## src/rtl/mrs_pkg.sv

```systemverilog
`default_nettype none
package mrs_pkg;
	// Timing
	localparam int unsigned CLK_PERIOD_NS = 50;
	localparam int unsigned MCD_TIME_NS   = 100000;
	localparam int unsigned MCD_CYC       = (MCD_TIME_NS + CLK_PERIOD_NS - 1) / CLK_PERIOD_NS;
	localparam int unsigned WDT_DIV       = 12;
	localparam int unsigned RST_HOLD_CYC  = 16;
	// User code limits
	localparam logic [15:0] LIMIT_8K      = 16'h1FFF;
	localparam logic [15:0] LIMIT_16K     = 16'h3DFF;
	// Register byte addresses
	localparam logic [7:0]  ADDR_RST_SRC  = 8'h00;
	localparam logic [7:0]  ADDR_CAUSE    = 8'h04;
	localparam logic [7:0]  ADDR_WDT_CTRL = 8'h08;
	localparam logic [7:0]  ADDR_WDT_LIM  = 8'h0C;
	localparam logic [7:0]  ADDR_WDT_KICK = 8'h10;
	localparam logic [7:0]  ADDR_IRQ_STAT = 8'h14;
	localparam logic [7:0]  ADDR_IRQ_CLR  = 8'h18;
	localparam logic [7:0]  ADDR_IRQ_EN   = 8'h1C;
	// Register bit positions: reset source register, and BIT_WDT_EN in the watchdog control register
	localparam int unsigned BIT_MCD       = 2;
	localparam int unsigned BIT_SW        = 4;
	localparam int unsigned BIT_CMP       = 5;
	localparam int unsigned BIT_MEM       = 6;
	localparam int unsigned BIT_WDT_EN    = 0;
	// Event index, lowest index wins
	localparam int unsigned EV_MEM        = 0;
	localparam int unsigned EV_WDT        = 1;
	localparam int unsigned EV_CMP        = 2;
	localparam int unsigned EV_MCD        = 3;
	localparam int unsigned EV_SW         = 4;
	localparam int unsigned NUM_EV        = 5;
	// Watchdog limit reset value and bus response codes
	localparam logic [15:0] WDT_LIM_RST   = 16'hFFFF;
	localparam logic [1:0]  RESP_OKAY     = 2'h0;
	localparam logic [1:0]  RESP_DECERR   = 2'h3;
	typedef enum {ST_RUN, ST_HOLD} mrs_state_t;
endpackage
`default_nettype wire

```

## src/rtl/mrs_wdt_if.sv

```systemverilog
`timescale 1ns/100ps
`default_nettype none
interface mrs_wdt_if;
	logic        enable;
	logic        kick;
	logic        hold;
	logic [15:0] limit;
	logic        timeout;
	modport ctl (output enable, output kick, output hold, output limit, input timeout);
	modport dog (input enable, input kick, input hold, input limit, output timeout);
endinterface
`default_nettype wire

```

## src/rtl/mrs_watchdog.sv

```systemverilog
`timescale 1ns/100ps
`default_nettype none
module mrs_watchdog
	import mrs_pkg::*;
(
	input  wire logic clk,
	input  wire logic rst_n,
	mrs_wdt_if.dog    wd
);
	localparam logic [3:0] DIV_LAST = 4'(WDT_DIV - 1);
	logic [3:0]  div_q;
	logic [15:0] cnt_q;
	logic        tick;
	logic        to_q;

	assign tick = (div_q == DIV_LAST);
	assign wd.timeout = to_q;

	// Prescaler, one enable pulse per twelve clocks
	always_ff @(posedge clk) begin
		if (!rst_n || wd.hold)
			div_q <= 4'h0;
		else if (tick)
			div_q <= 4'h0;
		else
			div_q <= div_q + 4'h1;
	end

	// Kick or disable restarts the count
	always_ff @(posedge clk) begin
		if (!rst_n || wd.hold || wd.kick || !wd.enable)
			cnt_q <= 16'h0000;
		else if (tick && cnt_q != wd.limit)
			cnt_q <= cnt_q + 16'h0001;
	end

	always_ff @(posedge clk) begin
		if (!rst_n || wd.hold)
			to_q <= 1'b0;
		else
			to_q <= wd.enable && !wd.kick && tick && cnt_q == wd.limit;
	end
endmodule // mrs_watchdog
`default_nettype wire

```

## src/rtl/mrs_mem_guard.sv

```systemverilog
`timescale 1ns/100ps
`default_nettype none
module mrs_mem_guard
	import mrs_pkg::*;
#(
	parameter logic [15:0] USER_LIMIT = LIMIT_8K
) (
	input  wire logic        clk,
	input  wire logic        rst_n,
	input  wire logic        prog_write_en,
	input  wire logic        dmove_wr,
	input  wire logic [15:0] dmove_addr,
	input  wire logic        table_rd,
	input  wire logic [15:0] table_addr,
	input  wire logic        branch_fetch,
	input  wire logic [15:0] fetch_addr,
	input  wire logic        security_block,
	output var  logic        err
);
	initial begin
		if (USER_LIMIT != LIMIT_8K && USER_LIMIT != LIMIT_16K)
			$error("USER_LIMIT must be one of the two code sizes");
	end

	function automatic logic above(input logic [15:0] a);
		return a > USER_LIMIT;
	endfunction

	always_ff @(posedge clk) begin
		if (!rst_n)
			err <= 1'b0;
		else
			err <= (prog_write_en && dmove_wr && above(dmove_addr))
				|| (table_rd && above(table_addr))
				|| (branch_fetch && above(fetch_addr))
				|| security_block;
	end
endmodule // mrs_mem_guard
`default_nettype wire

```

## src/rtl/mrs_reset_top.sv

```systemverilog
// Added by the designer: the register addresses and the AXI4-Lite interface to the registers.
`timescale 1ns/100ps
`default_nettype none
module mrs_reset_top
	import mrs_pkg::*;
#(
	parameter logic [15:0] USER_LIMIT = mrs_pkg::LIMIT_8K,
	parameter int unsigned HOLD_CYC   = mrs_pkg::RST_HOLD_CYC
) (
	input  wire logic        MCLK,
	input  wire logic        RST_N,
	// AXI4-Lite slave
	input  wire logic [7:0]  S_AXI_AWADDR,
	input  wire logic        S_AXI_AWVALID,
	output var  logic        S_AXI_AWREADY,
	input  wire logic [31:0] S_AXI_WDATA,
	input  wire logic [3:0]  S_AXI_WSTRB,
	input  wire logic        S_AXI_WVALID,
	output var  logic        S_AXI_WREADY,
	output var  logic [1:0]  S_AXI_BRESP,
	output var  logic        S_AXI_BVALID,
	input  wire logic        S_AXI_BREADY,
	input  wire logic [7:0]  S_AXI_ARADDR,
	input  wire logic        S_AXI_ARVALID,
	output var  logic        S_AXI_ARREADY,
	output var  logic [31:0] S_AXI_RDATA,
	output var  logic [1:0]  S_AXI_RRESP,
	output var  logic        S_AXI_RVALID,
	input  wire logic        S_AXI_RREADY,
	// Sources
	input  wire logic        CLK_SENSE,
	input  wire logic        CMP_ABOVE,
	input  wire logic        PROG_WRITE_EN,
	input  wire logic        DMOVE_WR,
	input  wire logic [15:0] DMOVE_ADDR,
	input  wire logic        TABLE_RD,
	input  wire logic [15:0] TABLE_ADDR,
	input  wire logic        BRANCH_FETCH,
	input  wire logic [15:0] FETCH_ADDR,
	input  wire logic        SECURITY_BLOCK,
	// Results
	output var  logic        SYS_RST_N,
	output var  logic        IRQ
);
	import mrs_pkg::*;

	initial begin
		if (HOLD_CYC < 4 || HOLD_CYC > 255)
			$error("HOLD_CYC must lie in 4..255");
	end

	localparam logic [11:0] MCD_LIM  = 12'(MCD_CYC);
	localparam logic [7:0]  HOLD_END = 8'(HOLD_CYC - 1);

	mrs_wdt_if wd ();

	mrs_state_t          state_q;
	logic [7:0]          hold_q;
	logic                mcd_en_q;
	logic                cmp_en_q;
	logic                wdt_en_q;
	logic [15:0]         wdt_lim_q;
	logic                kick_q;
	logic                sw_req_q;
	logic [NUM_EV-1:0]   cause_q;
	logic [NUM_EV-1:0]   irq_st_q;
	logic [NUM_EV-1:0]   irq_en_q;
	logic                sense_q;
	logic [11:0]         mcd_cnt_q;
	logic                mcd_trip;
	logic                cmp_trip;
	logic                mem_err;
	logic [NUM_EV-1:0]   req;
	logic [NUM_EV-1:0]   pick;
	logic                fire;
	logic                rst_active;
	// Bus side
	logic                aw_have_q;
	logic [7:0]          aw_addr_q;
	logic                w_have_q;
	logic [31:0]         w_data_q;
	logic [3:0]          w_strb_q;
	logic                do_wr;
	logic [31:0]         rd_word;
	logic [NUM_EV-1:0]   irq_clr;
	logic [31:0]         lim_word;

	function automatic logic mapped(input logic [7:0] a);
		case (a)
			ADDR_RST_SRC, ADDR_CAUSE, ADDR_WDT_CTRL, ADDR_WDT_LIM,
			ADDR_WDT_KICK, ADDR_IRQ_STAT, ADDR_IRQ_CLR, ADDR_IRQ_EN: return 1'b1;
			default: return 1'b0;
		endcase
	endfunction

	function automatic logic [31:0] merge(input logic [31:0] old, input logic [31:0] nw,
			input logic [3:0] strb);
		logic [31:0] m;
		m = {{8{strb[3]}}, {8{strb[2]}}, {8{strb[1]}}, {8{strb[0]}}};
		return (old & ~m) | (nw & m);
	endfunction

	mrs_mem_guard #(
		.USER_LIMIT (USER_LIMIT)
	) u_guard (
		.clk            (MCLK),
		.rst_n          (RST_N),
		.prog_write_en  (PROG_WRITE_EN),
		.dmove_wr       (DMOVE_WR),
		.dmove_addr     (DMOVE_ADDR),
		.table_rd       (TABLE_RD),
		.table_addr     (TABLE_ADDR),
		.branch_fetch   (BRANCH_FETCH),
		.fetch_addr     (FETCH_ADDR),
		.security_block (SECURITY_BLOCK),
		.err            (mem_err)
	);

	mrs_watchdog u_wdt (
		.clk   (MCLK),
		.rst_n (RST_N),
		.wd    (wd.dog)
	);

	assign wd.enable = wdt_en_q;
	assign wd.kick   = kick_q;
	assign wd.hold   = rst_active;
	assign wd.limit  = wdt_lim_q;
	// Limit honours byte strobes; upper half of the word is not stored
	assign lim_word  = merge({16'h0000, wdt_lim_q}, w_data_q, w_strb_q);

	// Sources gathered; only one is taken per reset
	assign cmp_trip = cmp_en_q && !CMP_ABOVE;
	assign mcd_trip = mcd_en_q && mcd_cnt_q == MCD_LIM;
	always_comb begin
		req         = '0;
		req[EV_MEM] = mem_err;
		req[EV_WDT] = wd.timeout;
		req[EV_CMP] = cmp_trip;
		req[EV_MCD] = mcd_trip;
		req[EV_SW]  = sw_req_q;
	end
	assign pick       = req & (~req + NUM_EV'(1));
	assign fire       = state_q == ST_RUN && req != '0;
	assign rst_active = state_q == ST_HOLD;
	// Reset output SYS_RST_N is driven low for the whole ST_HOLD state
	assign SYS_RST_N  = !rst_active;
	assign IRQ        = |(irq_st_q & irq_en_q);

	// Missing-clock one-shot; sense is the sampled clock level
	always_ff @(posedge MCLK) begin
		if (!RST_N) begin
			sense_q   <= 1'b0;
			mcd_cnt_q <= 12'h000;
		end else begin
			sense_q <= CLK_SENSE;
			if (CLK_SENSE != sense_q || !mcd_en_q || rst_active)
				mcd_cnt_q <= 12'h000;
			else if (mcd_cnt_q != MCD_LIM)
				mcd_cnt_q <= mcd_cnt_q + 12'h001;
		end
	end

	// Reset sequencer; release only when hold done and comparator clear
	always_ff @(posedge MCLK) begin
		if (!RST_N) begin
			state_q <= ST_RUN;
			hold_q  <= 8'h00;
		end else begin
			case (state_q)
				ST_RUN: begin
					hold_q <= 8'h00;
					if (fire)
						state_q <= ST_HOLD;
				end
				ST_HOLD: begin
					if (hold_q != HOLD_END)
						hold_q <= hold_q + 8'h01;
					else if (!cmp_trip)
						state_q <= ST_RUN;
				end
				default: state_q <= ST_RUN;
			endcase
		end
	end

	// Cause latched once, at assertion; survives the system reset
	always_ff @(posedge MCLK) begin
		if (!RST_N)
			cause_q <= '0;
		else if (fire)
			cause_q <= pick;
	end

	// Interrupt status; a new event beats a clear in the same cycle
	assign irq_clr = (do_wr && aw_addr_q == ADDR_IRQ_CLR && w_strb_q[0])
		? w_data_q[NUM_EV-1:0] : '0;
	always_ff @(posedge MCLK) begin
		if (!RST_N)
			irq_st_q <= '0;
		else
			irq_st_q <= (irq_st_q & ~irq_clr) | (fire ? pick : '0);
	end

	// Detector enables persist through system resets
	always_ff @(posedge MCLK) begin
		if (!RST_N) begin
			mcd_en_q <= 1'b0;
			cmp_en_q <= 1'b0;
		end else if (do_wr && aw_addr_q == ADDR_RST_SRC && w_strb_q[0]) begin
			mcd_en_q <= w_data_q[BIT_MCD];
			cmp_en_q <= w_data_q[BIT_CMP];
		end
	end

	always_ff @(posedge MCLK) begin
		if (!RST_N)
			sw_req_q <= 1'b0;
		else
			sw_req_q <= do_wr && aw_addr_q == ADDR_RST_SRC && w_strb_q[0]
				&& w_data_q[BIT_SW];
	end

	// Watchdog returns to enabled on every reset
	always_ff @(posedge MCLK) begin
		if (!RST_N || rst_active)
			wdt_en_q <= 1'b1;
		else if (do_wr && aw_addr_q == ADDR_WDT_CTRL && w_strb_q[0])
			wdt_en_q <= w_data_q[BIT_WDT_EN];
	end

	always_ff @(posedge MCLK) begin
		if (!RST_N) begin
			wdt_lim_q <= WDT_LIM_RST;
			irq_en_q  <= '0;
		end else if (do_wr) begin
			if (aw_addr_q == ADDR_WDT_LIM)
				wdt_lim_q <= lim_word[15:0];
			if (aw_addr_q == ADDR_IRQ_EN && w_strb_q[0])
				irq_en_q <= w_data_q[NUM_EV-1:0];
		end
	end

	always_ff @(posedge MCLK) begin
		if (!RST_N)
			kick_q <= 1'b0;
		else
			kick_q <= do_wr && aw_addr_q == ADDR_WDT_KICK;
	end

	// Write channel; address and data taken in either order
	assign S_AXI_AWREADY = !aw_have_q;
	assign S_AXI_WREADY  = !w_have_q;
	assign do_wr         = aw_have_q && w_have_q && !S_AXI_BVALID;

	always_ff @(posedge MCLK) begin
		if (!RST_N) begin
			aw_have_q <= 1'b0;
			aw_addr_q <= 8'h00;
		end else if (S_AXI_AWVALID && S_AXI_AWREADY) begin
			aw_have_q <= 1'b1;
			aw_addr_q <= {S_AXI_AWADDR[7:2], 2'b00};
		end else if (do_wr) begin
			aw_have_q <= 1'b0;
		end
	end

	always_ff @(posedge MCLK) begin
		if (!RST_N) begin
			w_have_q <= 1'b0;
			w_data_q <= 32'h0000_0000;
			w_strb_q <= 4'h0;
		end else if (S_AXI_WVALID && S_AXI_WREADY) begin
			w_have_q <= 1'b1;
			w_data_q <= S_AXI_WDATA;
			w_strb_q <= S_AXI_WSTRB;
		end else if (do_wr) begin
			w_have_q <= 1'b0;
		end
	end

	always_ff @(posedge MCLK) begin
		if (!RST_N) begin
			S_AXI_BVALID <= 1'b0;
			S_AXI_BRESP  <= RESP_OKAY;
		end else if (do_wr) begin
			S_AXI_BVALID <= 1'b1;
			S_AXI_BRESP  <= mapped(aw_addr_q) ? RESP_OKAY : RESP_DECERR;
		end else if (S_AXI_BREADY) begin
			S_AXI_BVALID <= 1'b0;
		end
	end

	// Read channel; bit 5 shows comparator or watchdog cause
	always_comb begin
		rd_word = 32'h0000_0000;
		case ({S_AXI_ARADDR[7:2], 2'b00})
			ADDR_RST_SRC: begin
				rd_word[BIT_MCD] = cause_q[EV_MCD];
				rd_word[BIT_SW]  = cause_q[EV_SW];
				rd_word[BIT_CMP] = cause_q[EV_CMP] | cause_q[EV_WDT];
				rd_word[BIT_MEM] = cause_q[EV_MEM];
			end
			ADDR_CAUSE:    rd_word[NUM_EV-1:0] = cause_q;
			ADDR_WDT_CTRL: rd_word[BIT_WDT_EN] = wdt_en_q;
			ADDR_WDT_LIM:  rd_word[15:0] = wdt_lim_q;
			ADDR_IRQ_STAT: rd_word[NUM_EV-1:0] = irq_st_q;
			ADDR_IRQ_EN:   rd_word[NUM_EV-1:0] = irq_en_q;
			default:       rd_word = 32'h0000_0000;
		endcase
	end

	assign S_AXI_ARREADY = !S_AXI_RVALID;

	always_ff @(posedge MCLK) begin
		if (!RST_N) begin
			S_AXI_RVALID <= 1'b0;
			S_AXI_RDATA  <= 32'h0000_0000;
			S_AXI_RRESP  <= RESP_OKAY;
		end else if (S_AXI_ARVALID && S_AXI_ARREADY) begin
			S_AXI_RVALID <= 1'b1;
			S_AXI_RDATA  <= rd_word;
			S_AXI_RRESP  <= mapped({S_AXI_ARADDR[7:2], 2'b00}) ? RESP_OKAY : RESP_DECERR;
		end else if (S_AXI_RREADY) begin
			S_AXI_RVALID <= 1'b0;
		end
	end
endmodule // mrs_reset_top
`default_nettype wire

```

## config.mk

```make
export PLATFORM = sky130hd
export DESIGN_NAME = mrs_reset_top
export DESIGN_NICKNAME = d
export VERILOG_FILES = /design/src/rtl/mrs_pkg.sv /design/src/rtl/mrs_wdt_if.sv /design/src/rtl/mrs_watchdog.sv /design/src/rtl/mrs_mem_guard.sv /design/src/rtl/mrs_reset_top.sv
export SDC_FILE = /design/constraint.sdc
export NUM_CORES = 1
export LEC_CHECK = 0
export ABC_AREA = 1
export BUFFER_PORTS_ARGS = -buffer_cell sky130_fd_sc_hd__buf_2
export CAP_MARGIN = 30
export CORE_MARGIN = 5
export CORE_UTILIZATION = 40
export CTS_BUF_LIST = sky130_fd_sc_hd__clkbuf_16
export CTS_CLUSTER_DIAMETER = 30
export DETAILED_ROUTE_END_ITERATION = 7
export GPL_TIMING_DRIVEN = 0
export RECOVER_POWER = 100
export SYNTH_ARGS = -nofsm -noshare
export SYNTH_HDL_FRONTEND = slang
export SYNTH_SLANG_ARGS = --single-unit
```

## constraint.sdc

```tcl
create_clock -name MCLK -period 2.5 [get_ports MCLK]
set_input_delay 0.5 -clock MCLK [delete_from_list [all_inputs] [get_ports MCLK]]
set_output_delay 0.5 -clock MCLK [all_outputs]
set_load 0.02 [all_outputs]
```

==> results.md <==
- Status: completed
- Number of global-route vias before repair: 5090
- Core area: 14500 sq um
- Post-CTS resize count: 0
- First-pass GRT wire length: 25.0 mm
- Layout fillers: 1487
- Fin. Hold Viols: 0
- Hold Startpoint: CLK_SENSE
- Residual DRC: 0
- Relative slew slack: 0.212
- Die Area: 17300 sq um
- Vias after detailed routing: 5471
- Number of synthesized flops with an enable pin: 0
- Finish-stage setup viols: 0
- Fraction of layout cells with a size suffix above 1: 0.130
- Worst r2r src: u_wdt.div_q[0]
- Synth area leaders: dfxtp_1 (43%), nand2_1 (12%), nor2_1 (7.3%), inv_1 (5.3%), a21oi_1 (4.7%)
- FF+latch area: 2520 sq um
- Die X-Extent: 131 um
- Detailed Place HPWL: 11.4 mm
- Critical path arrival: 2330 ps
- Crit path kind: flip-flop to flip-flop
- HP Class: primary input to flip-flop
- Setup TNS: 0 ps
- Initial core utilization: 0.407
- Crit path from: u_wdt.div_q[0]
- WL final: 15.1 mm
- CP Capture Type: flip-flop
- H-tree Lvls: 4
- Yosys warns: 0
- Max Cap Viol: 0
- Post-CTS setup buffers: 0
- DRT iter0 DRCs: 380
- Inserted Diodes: 0
- Core Rows: 44
- Overflow left after global routing: 0
- Power Density: 702 nW/um^2
- Input/output buffers: 78
- Non-filler cells, final: 1137
- Clock tree buffer depth: 2
- Async S/R FF share, synth: 0
- Critical Path Fanout Max: 10
- Tcrit/Tclk final: 0.793
- CTS buffer count: 17
- Cells after synthesis: 829
- Multi-input gate area: 2780 sq um
- Placement Setup Slack: 551 ps
- Routed length per instance: 13.3 um
- Data required, critical path: 2850 ps
- #FFs+latches synth: 126
- Initial antenna violation count: 0
- Final WS setup: 518 ps
- Placer Congestion: 0.857
- Largest net degree at the start of global routing: 17
- Post-DRT Antenna Nets: 0
- Seq/Total Area, Yosys: 0.428
- DIE HEIGHT: 131 um
- Yosys cell types: 40
- Final #Nets: 1060
- Most common cell in the netlist: nand2_1
- Clk sinks: 126
- TritonCTS clock tree: done
- Vias per std cell: 4.81
- Area Overhead vs Synth: 20.1%
- Yosys top cell by area: dfxtp_1
- Hold buffers post-CTS: 0
- Clk_lat worst skew: 420 ps
- DP Cell Count: 1106
- GRT Total Usage: 0.174
- Tmin final: 1980 ps
- Pre-antenna DRT Iters: 5
- Final slew viol count: 0
- Worst slew pin tran: 1170 ps
- Ports: 157
- Mean post-synth cell area: 7.11 sq um
- Max VDD drop: 0.000502 V
- Reg clk slew, reported paths: 50 ps
- Leak: 3.07 nW
- Mapped Area: 5900 sq um
- Synth top area share: 0.428
- Startpoint types: flip-flop
- Setup Skew: 10.8 ps
- Clk root buf: clkbuf_16
- Setup repair after global routing missed its margin: false
- FMAX: 505 MHz
- Synth cell count leaders: nand2_1 (187), dfxtp_1 (126), nor2_1 (114), inv_1 (83)
- Most used DFF post-synth: dfxtp_1
- Worst hold slack: 301 ps
==> placed cells by master (no fill, tap or decap), drive strengths merged <==
cell / n
nand2: 189
dfxtp: 126
nor2: 122
inv: 95
buf: 74
a21oi: 65
clkbuf: 60
nand3: 57
o21ai: 49
conb: 16
o211ai: 15
nor3: 14
xor2: 14
nand4: 13
clkinv: 8
a31oi: 5
a211oi: 5
ha: 5
bufinv: 4
clkinvlp: 3
nand3b: 2
o31ai: 2
a22oi: 2
or2: 2
a221o: 1
xnor2: 1
nor3b: 1
o21a: 1
o211a: 1
o22ai: 1
==> worst max-delay path, cell delays in order (launching register included) <==
cell      delay [ps]
dfxtp_1          350
ha_1             170
nand2_1           70
nor2_1           590
clkbuf_1         420
nand3_1          170
a21oi_2          150
==> metal layers <==
layer	GRT usage	wire, um	part of all wire	vias up
li1	-	-	-	2889
met1	0.246	7480	0.50	2428
met2	0.262	6630	0.44	139
met3	0.0405	807	0.054	15
met4	0.0566	173	0.011	0
met5	0	0	0	-
==> final timing paths <==
kind / cells after the start / slack (ps) / endpoint
worst min register to register: 1 / 450 / u_wdt.div_q[0]
worst max register to register: 6 / 520 / u_wdt.cnt_q[8]
worst min-delay path: 3 / 300 / sense_q
worst max-delay path: 6 / 520 / u_wdt.cnt_q[8]
==> through the flow <==
step | power, W | util | instance area [sq um]
3_5_place_dp | 0.00250 | 0.454 | 6580
4_1_cts | 0.00502 | 0.496 | 7180
6_report | 0.00497 | 0.489 | 7090
2_1_floorplan | 0.00237 | - | 5950
5_1_grt | 0.00516 | 0.489 | 7090
3_3_place_gp | 0.00249 | 0.454 | 6580
==> power breakdown <==
| group | internal, W | total [W] | switching, W |
|---|---|---|---|
| clock | 0.00164 | 0.00253 | 0.000888 |
| combinational | 0.000111 | 0.000341 | 0.000230 |
| sequential | 0.00207 | 0.00210 | 0.0000349 |
| total | 0.00382 | 0.00497 | 0.00115 |
==> area by class of cell <==
class / instances / share of cell area
clock buffer: 17 / 0.0600
inverter: 96 / 0.0509
buffer: 39 / 0.0336
timing repair buffer: 78 / 0.0502
clock inverter: 14 / 0.0247
multi-input combinational: 583 / 0.392
sequential: 126 / 0.356
tap: 184 / 0.0325
==> cell families after synthesis <==
group / share of synthesized area
AND/OR/NAND/NOR: 0.291
AO/OA/AOI/OAI: 0.145
buffers and inverters: 0.103
flip-flops: 0.428
XOR/XNOR: 0.0223
adder cells (fa/ha/maj): 0.0106
other: 0.000636
No activity file was read; power rests on OpenSTA's default activity.
